**src/verilog/ext_bus_pkg.sv**
```systemverilog
// constants and types shared by the external memory bus control block
package ext_bus_pkg;
  localparam int MC_OSC = 12;
  localparam int RST_HOLD_MC = 2;
  localparam int RST_HOLD_CYC = RST_HOLD_MC * MC_OSC;
  localparam logic [3:0] PH_LAST = 4'(MC_OSC - 1);
  localparam logic [3:0] SLOT_LEN = 4'(MC_OSC / 2);
  localparam logic [3:0] SLOT_LAST = 4'(MC_OSC / 2 - 1);
  localparam logic [3:0] SP_ALS_LAST = 4'h1;
  localparam logic [3:0] SP_ADDR_LAST = 4'h2;
  localparam logic [3:0] SP_STB_FIRST = 4'h3;
  localparam logic [3:0] SP_STB_LAST = 4'h4;
  localparam logic [3:0] SP_SAMPLE = 4'h5;
  localparam logic [3:0] DC_STB_FIRST = 4'h3;
  localparam logic [3:0] DC_STB_LAST = 4'h9;
  localparam logic [3:0] DC_SAMPLE = 4'hA;
  localparam logic [15:0] INT_CODE_TOP = 16'h0FFF;
  localparam logic [7:0] BUS_RST = 8'h00;
  localparam logic [15:0] ADDR_RST = 16'h0000;
  typedef enum logic [1:0] {
    MODE_RUN = 2'b00,
    MODE_IDLE = 2'b01,
    MODE_PDOWN = 2'b10
  } mode_e;
endpackage

```
**src/verilog/ext_memory_bus_control.sv**
```systemverilog
// external program/data memory bus sequencer with reset, idle and power-down
// Behaviour
// - address latch strobe pulses at one sixth of oscillator rate in normal running.
// - an external data access skips exactly one address latch strobe pulse.
// - each address latch strobe of an external access marks the low address byte on port 0.
// - port 0 carries low address then data during external accesses.
// - port 2 carries the high address byte during external accesses.
// - external program fetch strobe asserts twice per machine cycle.
// - an external data cycle skips both program fetch strobe activations.
// - internal program fetches never assert the program fetch strobe.
// - fetch select high: internal fetch unless program counter exceeds 0FFFH.
// - fetch select low: every fetch goes to external program memory.
// - reset pin high for two machine cycles resets; the driver holds it.
// - idle halts the CPU; RAM, timers, serial and interrupts keep running.
// - power-down stops the oscillator, keeping RAM; only reset leaves it.
// - external data write strobe is the alternate function of port 3 bit 6.
// - in programming mode the latch strobe pin becomes the program pulse input.
`timescale 1ns/1ns
`default_nettype none
module ext_memory_bus_control (
  input wire logic CLK_I,
  input wire logic RST_N_I,
  input wire logic RESET_PIN_I,
  input wire logic INTERNAL_FETCH_SELECT_I,
  input wire logic PROGRAM_PULSE_MODE_I,
  input wire logic ADDRESS_LATCH_STROBE_I,
  input wire logic [15:0] CODE_ADDR_I,
  input wire logic XDATA_REQ_I,
  input wire logic XDATA_WE_I,
  input wire logic [15:0] XDATA_ADDR_I,
  input wire logic [7:0] XDATA_WDATA_I,
  input wire logic IDLE_REQ_I,
  input wire logic PDOWN_REQ_I,
  input wire logic WAKE_I,
  input wire logic [7:0] P0_I,
  output logic CORE_RESET_O,
  output logic ADDRESS_LATCH_STROBE_O,
  output logic ADDRESS_LATCH_STROBE_OE_O,
  output logic PROGRAM_PULSE_O,
  output logic PROGRAM_FETCH_STROBE_N_O,
  output logic PROGRAM_FETCH_STROBE_OE_O,
  output logic [7:0] P0_O,
  output logic P0_OE_O,
  output logic [7:0] P2_O,
  output logic P2_OE_O,
  output logic DATA_WRITE_STROBE_N_O,
  output logic DATA_READ_STROBE_N_O,
  output logic [7:0] CODE_DATA_O,
  output logic CODE_VALID_O,
  output logic [7:0] XDATA_RDATA_O,
  output logic XDATA_DONE_O,
  output logic XDATA_BUSY_O,
  output logic CPU_HALT_O,
  output logic OSC_STOP_O
);
  logic core_rst, clr, boundary, slot_end, take;
  logic [3:0] sp;
  ext_bus_pkg::mode_e mode_r, mode_nxt;
  logic [3:0] phase_r, phase_nxt;
  logic dcyc_r, dcyc_nxt, dpend_r, dpend_nxt, dwe_r, dwe_nxt;
  logic [15:0] daddr_r, daddr_nxt;
  logic [7:0] dwdata_r, dwdata_nxt;
  logic slot_ext_r, slot_ext_nxt;
  logic [15:0] caddr_r, caddr_nxt;
  logic busy_r, busy_nxt, halt_r, halt_nxt, stop_r, stop_nxt;
  logic als_r, als_nxt, als_oe_r, als_oe_nxt;
  logic program_pulse_r, program_pulse_nxt;
  logic pfs_n_r, pfs_n_nxt, pfs_oe_r, pfs_oe_nxt;
  logic [7:0] p0_r, p0_nxt;
  logic p0_oe_r, p0_oe_nxt;
  logic [7:0] p2_r, p2_nxt;
  logic p2_oe_r, p2_oe_nxt;
  logic wr_n_r, wr_n_nxt, rd_n_r, rd_n_nxt;
  logic [7:0] cdata_r, cdata_nxt;
  logic cvalid_r, cvalid_nxt;
  logic [7:0] xrdata_r, xrdata_nxt;
  logic xdone_r, xdone_nxt;

  bus_reset_qualify #(
    .HOLD(ext_bus_pkg::RST_HOLD_CYC)
  ) u_rst_qual (
    .clk_i(CLK_I),
    .rst_n_i(RST_N_I),
    .pin_i(RESET_PIN_I),
    .qual_o(core_rst)
  );

  assign clr = !RST_N_I || core_rst;
  assign boundary = (phase_r == ext_bus_pkg::PH_LAST);
  assign slot_end = boundary || (phase_r == ext_bus_pkg::SLOT_LAST);
  assign sp = (phase_r >= ext_bus_pkg::SLOT_LEN) ? phase_r - ext_bus_pkg::SLOT_LEN : phase_r;
  assign take = XDATA_REQ_I && !busy_r && (mode_r == ext_bus_pkg::MODE_RUN) && !PROGRAM_PULSE_MODE_I;

  // sequencer: machine-cycle phase, power modes, data-cycle scheduling
  always_comb begin
    phase_nxt = boundary ? 4'h0 : phase_r + 4'h1;
    mode_nxt = mode_r;
    dcyc_nxt = dcyc_r;
    dpend_nxt = dpend_r;
    dwe_nxt = dwe_r;
    daddr_nxt = daddr_r;
    dwdata_nxt = dwdata_r;
    slot_ext_nxt = slot_ext_r;
    caddr_nxt = caddr_r;
    if (take) begin
      dpend_nxt = 1'b1;
      dwe_nxt = XDATA_WE_I;
      daddr_nxt = XDATA_ADDR_I;
      dwdata_nxt = XDATA_WDATA_I;
    end
    if (slot_end) begin
      slot_ext_nxt = !INTERNAL_FETCH_SELECT_I || (CODE_ADDR_I > ext_bus_pkg::INT_CODE_TOP);
      caddr_nxt = CODE_ADDR_I;
    end
    if (boundary) begin
      dcyc_nxt = 1'b0;
      case (mode_r)
        ext_bus_pkg::MODE_RUN: begin
          // a pending data access runs before the core may sleep
          if (dpend_r) begin
            dcyc_nxt = 1'b1;
            dpend_nxt = 1'b0;
          end else if (PDOWN_REQ_I) begin
            mode_nxt = ext_bus_pkg::MODE_PDOWN;
          end else if (IDLE_REQ_I) begin
            mode_nxt = ext_bus_pkg::MODE_IDLE;
          end
        end
        ext_bus_pkg::MODE_IDLE: begin
          if (WAKE_I) begin
            mode_nxt = ext_bus_pkg::MODE_RUN;
          end
        end
        ext_bus_pkg::MODE_PDOWN: begin
          mode_nxt = ext_bus_pkg::MODE_PDOWN;
        end
        default: begin
          mode_nxt = ext_bus_pkg::MODE_RUN;
        end
      endcase
    end
    if (mode_r == ext_bus_pkg::MODE_PDOWN) begin
      phase_nxt = 4'h0;
    end
    busy_nxt = dpend_nxt || dcyc_nxt;
    halt_nxt = (mode_nxt == ext_bus_pkg::MODE_IDLE);
    stop_nxt = (mode_nxt == ext_bus_pkg::MODE_PDOWN);
  end

  // pin drivers and returned data
  always_comb begin
    als_nxt = 1'b0;
    als_oe_nxt = 1'b1;
    program_pulse_nxt = 1'b0;
    pfs_n_nxt = 1'b1;
    pfs_oe_nxt = 1'b1;
    p0_nxt = ext_bus_pkg::BUS_RST;
    p0_oe_nxt = 1'b0;
    p2_nxt = p2_r;
    p2_oe_nxt = 1'b0;
    wr_n_nxt = 1'b1;
    rd_n_nxt = 1'b1;
    cdata_nxt = cdata_r;
    cvalid_nxt = 1'b0;
    xrdata_nxt = xrdata_r;
    xdone_nxt = 1'b0;
    if (PROGRAM_PULSE_MODE_I) begin
      // programmer owns the strobe pins; the latch pin is an input here
      als_oe_nxt = 1'b0;
      pfs_oe_nxt = 1'b0;
      program_pulse_nxt = !ADDRESS_LATCH_STROBE_I;
    end else if (mode_r == ext_bus_pkg::MODE_RUN) begin
      if (dcyc_r) begin
        als_nxt = (phase_r <= ext_bus_pkg::SP_ALS_LAST);
        p2_nxt = daddr_r[15:8];
        p2_oe_nxt = 1'b1;
        if (phase_r <= ext_bus_pkg::SP_ADDR_LAST) begin
          p0_nxt = daddr_r[7:0];
          p0_oe_nxt = 1'b1;
        end else if (dwe_r && phase_r <= ext_bus_pkg::DC_SAMPLE) begin
          p0_nxt = dwdata_r;
          p0_oe_nxt = 1'b1;
        end
        if (phase_r >= ext_bus_pkg::DC_STB_FIRST && phase_r <= ext_bus_pkg::DC_STB_LAST) begin
          wr_n_nxt = !dwe_r;
          rd_n_nxt = dwe_r;
        end
        if (phase_r == ext_bus_pkg::DC_SAMPLE) begin
          xdone_nxt = 1'b1;
          if (!dwe_r) begin
            xrdata_nxt = P0_I;
          end
        end
      end else begin
        // latch strobe keeps its rate even for internal fetches
        als_nxt = (sp <= ext_bus_pkg::SP_ALS_LAST);
        if (slot_ext_r) begin
          p2_nxt = caddr_r[15:8];
          p2_oe_nxt = 1'b1;
          if (sp <= ext_bus_pkg::SP_ADDR_LAST) begin
            p0_nxt = caddr_r[7:0];
            p0_oe_nxt = 1'b1;
          end
          if (sp >= ext_bus_pkg::SP_STB_FIRST && sp <= ext_bus_pkg::SP_STB_LAST) begin
            pfs_n_nxt = 1'b0;
          end
          if (sp == ext_bus_pkg::SP_SAMPLE) begin
            cdata_nxt = P0_I;
            cvalid_nxt = 1'b1;
          end
        end
      end
    end
  end

  always_ff @(posedge CLK_I) begin
    if (clr) begin
      phase_r <= 4'h0;
      mode_r <= ext_bus_pkg::MODE_RUN;
      dcyc_r <= 1'b0;
      dpend_r <= 1'b0;
      dwe_r <= 1'b0;
      daddr_r <= ext_bus_pkg::ADDR_RST;
      dwdata_r <= ext_bus_pkg::BUS_RST;
      slot_ext_r <= 1'b0;
      caddr_r <= ext_bus_pkg::ADDR_RST;
      busy_r <= 1'b0;
      halt_r <= 1'b0;
      stop_r <= 1'b0;
    end else begin
      phase_r <= phase_nxt;
      mode_r <= mode_nxt;
      dcyc_r <= dcyc_nxt;
      dpend_r <= dpend_nxt;
      dwe_r <= dwe_nxt;
      daddr_r <= daddr_nxt;
      dwdata_r <= dwdata_nxt;
      slot_ext_r <= slot_ext_nxt;
      caddr_r <= caddr_nxt;
      busy_r <= busy_nxt;
      halt_r <= halt_nxt;
      stop_r <= stop_nxt;
    end
  end

  always_ff @(posedge CLK_I) begin
    if (clr) begin
      als_r <= 1'b0;
      als_oe_r <= 1'b1;
      program_pulse_r <= 1'b0;
      pfs_n_r <= 1'b1;
      pfs_oe_r <= 1'b1;
      p0_r <= ext_bus_pkg::BUS_RST;
      p0_oe_r <= 1'b0;
      p2_r <= ext_bus_pkg::BUS_RST;
      p2_oe_r <= 1'b0;
      wr_n_r <= 1'b1;
      rd_n_r <= 1'b1;
      cdata_r <= ext_bus_pkg::BUS_RST;
      cvalid_r <= 1'b0;
      xrdata_r <= ext_bus_pkg::BUS_RST;
      xdone_r <= 1'b0;
    end else begin
      als_r <= als_nxt;
      als_oe_r <= als_oe_nxt;
      program_pulse_r <= program_pulse_nxt;
      pfs_n_r <= pfs_n_nxt;
      pfs_oe_r <= pfs_oe_nxt;
      p0_r <= p0_nxt;
      p0_oe_r <= p0_oe_nxt;
      p2_r <= p2_nxt;
      p2_oe_r <= p2_oe_nxt;
      wr_n_r <= wr_n_nxt;
      rd_n_r <= rd_n_nxt;
      cdata_r <= cdata_nxt;
      cvalid_r <= cvalid_nxt;
      xrdata_r <= xrdata_nxt;
      xdone_r <= xdone_nxt;
    end
  end

  assign CORE_RESET_O = core_rst;
  assign ADDRESS_LATCH_STROBE_O = als_r;
  assign ADDRESS_LATCH_STROBE_OE_O = als_oe_r;
  assign PROGRAM_PULSE_O = program_pulse_r;
  assign PROGRAM_FETCH_STROBE_N_O = pfs_n_r;
  assign PROGRAM_FETCH_STROBE_OE_O = pfs_oe_r;
  assign P0_O = p0_r;
  assign P0_OE_O = p0_oe_r;
  assign P2_O = p2_r;
  assign P2_OE_O = p2_oe_r;
  assign DATA_WRITE_STROBE_N_O = wr_n_r;
  assign DATA_READ_STROBE_N_O = rd_n_r;
  assign CODE_DATA_O = cdata_r;
  assign CODE_VALID_O = cvalid_r;
  assign XDATA_RDATA_O = xrdata_r;
  assign XDATA_DONE_O = xdone_r;
  assign XDATA_BUSY_O = busy_r;
  assign CPU_HALT_O = halt_r;
  assign OSC_STOP_O = stop_r;
  // helper: length of the current high run on the reset pin
  logic [5:0] run_len_r;
  always_ff @(posedge CLK_I) begin
    if (!RST_N_I || !RESET_PIN_I) begin
      run_len_r <= 6'h00;
    end else if (run_len_r != 6'h3F) begin
      run_len_r <= run_len_r + 6'h01;
    end
  end
endmodule
`default_nettype wire

```
**src/verilog/bus_reset_qualify.sv**
```systemverilog
// qualifies the reset pin: high for a full hold count before reset asserts
`timescale 1ns/1ns
`default_nettype none
module bus_reset_qualify #(
  parameter int HOLD = ext_bus_pkg::RST_HOLD_CYC
) (
  input wire logic clk_i,
  input wire logic rst_n_i,
  input wire logic pin_i,
  output logic qual_o
);
  localparam int CW = $clog2(HOLD + 1);
  logic [CW-1:0] cnt_r;
  logic [CW-1:0] cnt_nxt;
  logic qual_r;
  logic qual_nxt;

  always_comb begin
    cnt_nxt = cnt_r;
    qual_nxt = 1'b0;
    if (!pin_i) begin
      cnt_nxt = '0;
    end else begin
      if (cnt_r != CW'(HOLD)) begin
        cnt_nxt = cnt_r + CW'(1);
      end
      qual_nxt = (cnt_r >= CW'(HOLD - 1));
    end
  end

  always_ff @(posedge clk_i) begin
    if (!rst_n_i) begin
      cnt_r <= '0;
      qual_r <= 1'b0;
    end else begin
      cnt_r <= cnt_nxt;
      qual_r <= qual_nxt;
    end
  end

  assign qual_o = qual_r;
endmodule
`default_nettype wire

```
**config.mk**
```make
export PLATFORM = sky130hd
export DESIGN_NAME = ext_memory_bus_control
export DESIGN_NICKNAME = d
export VERILOG_FILES = /design/src/verilog/ext_bus_pkg.sv /design/src/verilog/ext_memory_bus_control.sv /design/src/verilog/bus_reset_qualify.sv
export SDC_FILE = /design/constraint.sdc
export NUM_CORES = 1
export LEC_CHECK = 0
export CAP_MARGIN = 20
export CORE_MARGIN = 2
export CORE_UTILIZATION = 55
export DETAILED_ROUTE_END_ITERATION = 16
export DONT_BUFFER_PORTS = 1
export PLACE_DENSITY = 0.7
export SYNTH_ARGS = -nofsm -noshare
export SYNTH_HDL_FRONTEND = slang
export SYNTH_HIERARCHICAL = 1
export SYNTH_SLANG_ARGS = --single-unit
```
**constraint.sdc**
```tcl
create_clock -name CLK_I -period 2.9 [get_ports CLK_I]
set_input_delay 0.435 -clock CLK_I [delete_from_list [all_inputs] [get_ports CLK_I]]
set_output_delay 0.435 -clock CLK_I [all_outputs]
set_load 0.01 [all_outputs]
```
Word level (Yosys, flattened, before mapping)
Cells that the tools add are included.
- reductions and logical operators: 28
- bitwise logic cells: 6
- mux-type cells: 33
- $add $sub $neg: 3
- order comparisons: 12
- equal/unequal tests: 9
- operators by type and width (kind ; number):
    8-bit two-way mux ; 7
    1-bit two-way mux ; 19
    16-bit by 12-bit > comparator with 1-bit output (second input constant) ; 1
    2-bit two-way mux ; 5
    5-bit AND reduction ; 2
    5-bit OR reduction ; 2
    4-bit by 3-bit == test with 1-bit output (second input constant) ; 2
    4-bit == test (second input constant) ; 2
    4-bit by 2-bit >= comparator with 1-bit output (second input constant) ; 2
    4-bit by 1-bit <= comparator with 1-bit output (second input constant) ; 2
    4-bit by 2-bit <= comparator with 1-bit output (second input constant) ; 2
    4-bit <= comparator (second input constant) ; 2
    1-bit logical AND ; 6
    1-bit logical NOT ; 6
    1-bit inverter ; 6
    2-bit case mux with 3 select lines ; 1
    3-bit OR reduction ; 2
    5-bit by 1-bit adder with 5-bit output (second input constant) ; 1
    5-bit >= comparator (second input constant) ; 1
    5-bit inequality test (second input constant) ; 1
    4-bit by 1-bit adder with 4-bit output (second input constant) ; 1
    2-bit by 1-bit == test with 1-bit output (second input constant) ; 2
    2-bit == test (second input constant) ; 2
    4-bit by 3-bit >= comparator with 1-bit output (second input constant) ; 1
    other kinds (10) ; 13
- logic and storage cells: 119
- bits in registers: 101

Longest topological paths before layout
Gate-level depths: netlist of run 1.
- depth after elaboration: 9
- depth in mapped cells: 8
- mapped depth without buffers: 7

Cells and area by module
The synthesis of run 1 kept the hierarchy.
- by module, submodules not included (module ; cells an instance ; instances ; area each (um2)):
    ext_memory_bus_control ; 428 ; 1 ; 3713.6
    bus_reset_qualify ; 33 ; 1 ; 312.8

Worst setup path before layout of run 1
Ideal clock, no wire load.
- path type: register -> register
- start point: register phase_r[2]
- end point: register cdata_r[7], in the netlist CODE_DATA_O[7]
- arrival time: 1.923 ns
- setup time: 0.119 ns
- clock period less this slack: 2.042 ns
- required time: 2.781 ns
- stages on the path, launching flop included: 9
- path buffers: 1
- setup slack: 0.858 ns
- cell sequence: dfxtp_1 -> inv_1 -> ha_1 -> nand2b_1 -> a2111oi_1 -> o31ai_2 -> buf_2 -> nand3_1 -> o21ai_1
- longest elaborated chain between the ends: 4
- ends and longest elaborated chain (element ; RTL line ; source):
    from (decl) ; ext_memory_bus_control.sv:59 ; logic [3:0] phase_r, phase_nxt;
    from (signal assigned) ; ext_memory_bus_control.sv:231 ; phase_r <= phase_nxt;
    4-bit by 3-bit subtractor with 4-bit output or 4-bit by 3-bit >= comparator with 1-bit output (tied branches) ; ext_memory_bus_control.sv:91 ; assign sp = (phase_r >= ext_bus_pkg::SLOT_LEN) ? phase_r - ext_bus_pkg::SLOT_LEN : phase_r;
    4-bit two-way mux (*) ; ext_memory_bus_control.sv:91 ;
    4-bit by 3-bit == test with 1-bit output (*) ; ext_memory_bus_control.sv:207 ; if (sp == ext_bus_pkg::SP_SAMPLE) begin
    5-bit AND reduction (no line) (*) ; -- ;
    to (signal assigned) ; ext_memory_bus_control.sv:259 ; cdata_r <= ext_bus_pkg::BUS_RST;
    to (signal assigned) ; ext_memory_bus_control.sv:275 ; cdata_r <= cdata_nxt;
    to (decl) ; ext_memory_bus_control.sv:74 ; logic [7:0] cdata_r, cdata_nxt;
Every way passes the cells marked *; elsewhere a longest branch is shown, timed or not.
A chain may end at the register's enable or synchronous reset.

Worst setup path after layout of run 1
- start point: register phase_r[2]
- end point: register cdata_r[6], in the netlist CODE_DATA_O[6]
The elaborated chain is that of the path after synthesis.

==> impl_metrics.tcl, run 1 <==
set metrics [dict create \
    run_status "finished, final reports clean" \
    leakagePower_uw 0.001492 \
    timing_hold_violations_final 0 \
    final_cell_mix "dfxtp_1, nand2_1, a21oi_1" \
    comb_power_share_pct 6.0 \
    drt-initial-drc-count 169 \
    io_pins 106 \
    pwr-share-clk_pct 37.6 \
    drive_gt1_share_pct 7.190 \
    vdd_drop_max_mv 0.3977 \
    cpPeakStageDelay_ns 0.80 \
    maxCapViolations 0 \
    tns_ns 0 \
    internal-power_uw 1968 \
    die_h_microns 89.56 \
    worstPathArrival_ns 2.94 \
    ys_warn_count 6 \
    worst_setup_path_end_kind "flip-flop" \
    synth_flop_cell "dfxtp_1" \
    core-area_sq_um 7176 \
    top_layer "met4" \
    rows 31 \
    grt_remaining_overflow 0 \
    cts.htree.levels 3 \
    path_cells "inv_1, ha_1, nand2b_1, a2111oi_1, o31ai_4, nand3_1, o21ai_1" \
    port_buffers 0 \
    dr_wl_met3_microns 548 \
    diodes 0 \
    yosysUniqueCellTypes 46 \
    antenna_found_initial 0 \
    timing.fmax_ghz 0.3675 \
    synth_edf_count 0 \
    layout_commonest_cell "dfxtp_1" \
    critPathMaxFanout 17 \
    switching_power_uw 605.4 \
    fp.dieW_microns 89.56 \
    yosysTopAreaCell "dfxtp_1" \
    worst_clock_skew_ns 0.01056 \
    fin_cells 558 \
    postSynthCellCount 461 \
    hold_path_class "input pin to flip-flop" \
    place.gp.congestion 0.7876 \
    clkTransAtPathRegs_ns 0.09 \
    start_util_pct 56.11 \
    vias_per_cell 5.595 \
    p_total_uw 2573 \
    final-setup-viol-count 0 \
    synth_seq_area_share_pct 50.22 \
    sw_frac_of_total_pct 23.53 \
    ys_top_cells_by_area "dfxtp_1, nand2_1, a21oi_1" \
    clock-root-buffer "clkbuf_8" \
    synth_top_area_share_pct 50.22 \
    holdWs_ns 0.1459 \
    grt_max_degree 43 \
    numCtsBuffers 9 \
    drc 0 \
    fillCellCount 653 \
    via_count 3122 \
    hold_buffers 0 \
    syn_area_sq_um 4026 \
    wl_microns 8655 \
    met1Wirelength_microns 3777 \
    pwr-share-seq_pct 56.3 \
    critPathRequiredTime_ns 3.12 \
    cp_num_buf_inv 1 \
    crit_type "flip-flop to flip-flop" \
    hpwl_microns 6161 \
    grt_pass1_wl_microns 13390 \
    wire_per_inst_microns 15.51 \
    slew_headroom_pct 43.71 \
    nets 521 \
    startpoint_type "flip-flop" \
    yosys_register_bits 101 \
    wl_met2_microns 4214 \
    finish.utilization_pct 60.49 \
    die_area_sq_um 8021 \
    grt_pass1_vias 2742 \
    track_usage_pct 21.77 \
    period_share_pct 93.82 \
    dp.cells 542 \
    maxSlewViolCount 0 \
    clockBufferDepth 2 \
    area_growth_pct 7.800 \
    min_period_ns 2.721 \
    drtPass1Iterations 4 \
    power.density_nw_per_um2 592.8 \
    crit_path_top_delay_cell "a2111oi_1" \
    clkLatencyLatePin_ns 0.36 \
    cts_tree "yes" \
    tightest_slew_ns 0.8423 \
    postRouteAntennaNets 0 \
    synth_nets 528 \
    ys_async_sr_fraction_pct 0 \
    critPathTopFamily "compound AO/OA/AOI/OAI gates" \
    avgSynthCellArea_sq_um 8.734 \
    cts_sinks 101 \
]
routing by layer:
layer	track usage [%]	vias to the layer above
met1	27.92	1467
met3	7.110	12
met4	5.970	0
li1	-	1563
met5	0	-
met2	35.23	80
synth_stat cells (all sizes together) (2+ instances only):
library cell,number
dfxtp,101
nand2,99
a21oi,47
nor2,32
mux2i,21
nand3,19
clkbuf,15
o21ai,15
buf,12
a211oi,10
inv,9
nor3,9
ha,8
nor2b,8
o2bb2ai,8
a22oi,7
nand2b,7
nand3b,5
xnor2,3
a21o,2
a31oi,2
and2,2
nor4,2
o21bai,2
o31ai,2
timing repair:
action / in CTS / in global routing
endpoints found under the setup margin: 0 / 4
gates resized for setup: 0 / 1
buffers inserted: 0 / 0
registers in the layout, indices dropped and copies added (netlist names), 5 cells and up:
register,count
caddr_r,16
daddr_r,16
XDATA_RDATA_O,8
P0_O,8
dwdata_r,8
P2_O,8
u_rst_qual/cnt_r,5
CODE_DATA_O,8
worst reg2reg max path, cell delays in order, from the launching register on:
cell and delay, ns:
dfxtp_1 0.59, inv_1 0.19, ha_1 0.36, nand2b_1 0.17
a2111oi_1 0.80, o31ai_4 0.25, nand3_1 0.16, o21ai_1 0.07
metrics by stage:
stage          cell area, sq um  setup WS, ns
2_1_floorplan              4026        0.8580
3_3_place_gp               4109        0.4352
3_5_place_dp               4109        0.2575
4_1_cts                    4332        0.2176
5_1_grt                    4340     -0.004875
6_report                   4340        0.1792
final cells by class:
cell class,instances,area [sq um],share of cell area (%)
Sequential cell,101,2022,46.58
Multi-Input combinational cell,324,1871,43.10
Clock buffer,9,123.9,2.854
Tap cell,99,123.9,2.854
Clock inverter,7,98.84,2.277
Timing Repair Buffer,9,67.56,1.557
Inverter,9,33.78,0.7783
worst paths after layout:
path / from / slack (ns) / endpoint / depth (start not counted)
min: ADDRESS_LATCH_STROBE_I / 0.15 / PROGRAM_PULSE_O / 1
max reg2reg: phase_r[2] / 0.18 / CODE_DATA_O[6] / 7
max: phase_r[2] / 0.18 / CODE_DATA_O[6] / 7
min reg2reg: caddr_r[7] / 0.45 / P0_O[7] / 1
power groups by stage:
stage	Clock, uW	Sequential, uW	Combinational (uW)
after floorplan	0	1470	131
after global placement	0	1480	151
after detailed placement	0	1480	154
after CTS	994	1450	155
after global routing	1040	1450	176
final	969	1450	154
logic make-up (layout without fill, tap and decap cells):
| logic type | Yosys count | after routing | share of synthesized area [%] |
|---|---|---|---|
| AOI/OAI and AO/OA | 100 | 100 | 15.48 |
| xor gates and xnor gates | 4 | 4 | 0.8703 |
| adders and majority gates | 8 | 8 | 2.486 |
| buffers and inverters | 36 | 34 | 3.760 |
| DFF | 101 | 101 | 50.22 |
| muxes | 22 | 22 | 5.500 |
| and+or+nand+nor | 190 | 190 | 21.69 |
Note: power is estimated with default switching activity, not from simulation.
==> run 2: changes to the inputs <==
--- a/config.mk
+++ b/config.mk
@@ -13,5 +13,4 @@
 export PLACE_DENSITY = 0.7
 export SYNTH_ARGS = -nofsm -noshare
 export SYNTH_HDL_FRONTEND = slang
-export SYNTH_HIERARCHICAL = 1
 export SYNTH_SLANG_ARGS = --single-unit
==> impl_metrics.tcl, run 2 <==
set metrics [dict create \
    rows 31 \
    worst_clock_skew_ns 0.01249 \
    dp.cells 541 \
    synth_edf_count 0 \
    synth_commonest_cells "dfxtp_1, nand2_1, a21oi_1" \
    crit_path_start "phase_r[0]" \
    track_usage_pct 21.86 \
    diodes 0 \
    period_share_pct 78.70 \
    place_ws_ns 0.5975 \
    cts.htree.levels 3 \
    worstHoldStart "ADDRESS_LATCH_STROBE_I" \
    drtPass1Iterations 4 \
    grt_pass1_wl_microns 14340 \
    vdd_drop_max_mv 0.4376 \
    hold_path_class "input pin to flip-flop" \
    fp.dieW_microns 90.57 \
    syn_area_sq_um 4121 \
    io_pins 106 \
    fin_area_sq_um 4310 \
    yosys_register_bits 101 \
    grt_remaining_overflow 0 \
    final-setup-viol-count 0 \
    clock-root-buffer "clkbuf_8" \
    drive_gt1_share_pct 7.642 \
    synth_flop_cell "dfxtp_1" \
    tightest_slew_ns 0.7113 \
    ys_async_sr_fraction_pct 0 \
    ys_warn_count 0 \
    timing.fmax_ghz 0.4382 \
    antenna_found_initial 0 \
    cts_resized 0 \
    leakagePower_uw 0.001462 \
    numCtsBuffers 9 \
    via_count 3152 \
    wire_per_inst_microns 15.93 \
    avgSynthCellArea_sq_um 8.863 \
    grt_max_degree 37 \
    critPathMaxFanout 14 \
    hpwl_microns 6220 \
    cts_tree "yes" \
    clkTransAtPathRegs_ns 0.10 \
    postRouteAntennaNets 0 \
    min_period_ns 2.282 \
    slew_headroom_pct 52.58 \
    critPathRequiredTime_ns 3.20 \
    ff_latch_area_sq_um 2022 \
    yosysUniqueCellTypes 54 \
    cts_sinks 101 \
    run_status "finished, final reports clean" \
    yosysTopAreaCell "dfxtp_1" \
    ys_top_cells_by_area "dfxtp_1, nand2_1, a21oi_1" \
    startpoint_type "flip-flop" \
    clockBufferDepth 2 \
    fillCellCount 657 \
    cts_setup_buffers 0 \
    start_util_pct 56.82 \
    synth_nets 532 \
    power.density_nw_per_um2 567.7 \
    drt-initial-drc-count 133 \
    synth_top_area_share_pct 49.06 \
    placedInstanceArea_sq_um 4129 \
    multi_input_area_sq_um 1902 \
    die_area_sq_um 8202 \
    reg_top3 "caddr_r: 16 flops, daddr_r: 16 flops" \
    crit_type "flip-flop to flip-flop" \
    maxSlewViolCount 0 \
    hold_buffers 0 \
    final_cell_mix "dfxtp_1, nand2_1, a21oi_1" \
    r2r_start "phase_r[0]" \
    layout_setup_ws_ns 0.6178 \
    grt_pass1_vias 2927 \
    nets 520 \
    clkLatencyLatePin_ns 0.37 \
    synth_seq_area_share_pct 49.06 \
    timing_hold_violations_final 0 \
    place.gp.congestion 0.9452 \
    port_buffers 0 \
    layout_commonest_cell "dfxtp_1" \
    die_h_microns 90.57 \
    area_growth_pct 4.584 \
    fin_cells 557 \
    grt_setup_unrepaired "false" \
    core-area_sq_um 7253 \
    postSynthCellCount 465 \
    rrSetupSlack_ns 0.62 \
    tns_ns 0 \
    worstPathArrival_ns 2.58 \
    wl_microns 8874 \
    synth.most_common_cell "dfxtp_1" \
    vias_per_cell 5.659 \
    worst_setup_path_end_kind "flip-flop" \
    drc 0 \
    maxCapViolations 0 \
]
[run 2: changes by cell type in the layout (fill, tap and decap cells not counted), moves of 5 or more]
cell / previous run / this run
nand2_1: 99 / 94
o21ai_0: 7 / 14
o21ai_1: 8 / 0
a21oi_1: 47 / 59
[run 2: per-layer routing]
| metal | GRT usage (%) | part of all wire (%) | wire length (microns) | up-vias |
|---|---|---|---|---|
| met1 | 27.21 | 44 | 3910 | 1471 |
| met5 | 0 | 0 | 0 | - |
| met4 | 5.128 | 0.78 | 69 | 0 |
| li1 | - | - | - | 1571 |
| met3 | 8.431 | 8.1 | 716 | 8 |
| met2 | 35.82 | 47 | 4177 | 102 |
[run 2: logic make-up (layout without fill, tap and decap cells)]
logic type               Yosys count  count (layout)  synth area share, %
flip-flops                       101             101                49.06
AO/OA/AOI/OAI                    110             110                16.64
adder cells (fa/ha/maj)            8               8                2.429
AND/OR/NAND/NOR                  184             184                21.40
XOR/XNOR                           7               7                1.488
buffers and inverters             38              31                4.857
multiplexers                      17              17                4.129
[run 2: per-stage QoR]
stage	utilization, %	hold WS (ns)	total power [uW]
after floorplan	-	0.4312	1618
after global placement	56.93	0.4383	1643
after detailed placement	56.93	0.4451	1647
after CTS	59.43	0.1066	2474
after global routing	59.43	0.09677	2552
final	59.43	0.1200	2447
[run 2: critical path: stages, from the launching register on]
cell and delay, ns:
dfxtp_1 0.61, inv_1 0.21, ha_1 0.25, o211a_1 0.34, nor2b_1 0.49, a22oi_1 0.14
o2bb2ai_1 0.18
[run 2: final cells by class]
type / instances / area share, %
multi-input cells: 326 / 44.12
well taps: 99 / 2.874
clock buffers: 10 / 2.961
repair buffers: 6 / 1.045
flip-flops and latches: 101 / 46.91
inverters: 9 / 0.8418
clock inverters: 6 / 1.248
[run 2: final timing paths]
path | end | cells after the start
worst max-delay path | P0_O[0] | 6
worst max register to register | P0_O[0] | 6
worst min register to register | caddr_r[3] | 2
worst min-delay path | PROGRAM_PULSE_O | 1
[run 2: where the power goes]
part | internal (uW) | leakage, uW | switching (uW)
Combinational | 59.8 | 0.000554 | 104
Sequential | 1420 | 0.000818 | 34.0
Clock | 328 | 0.0000894 | 504
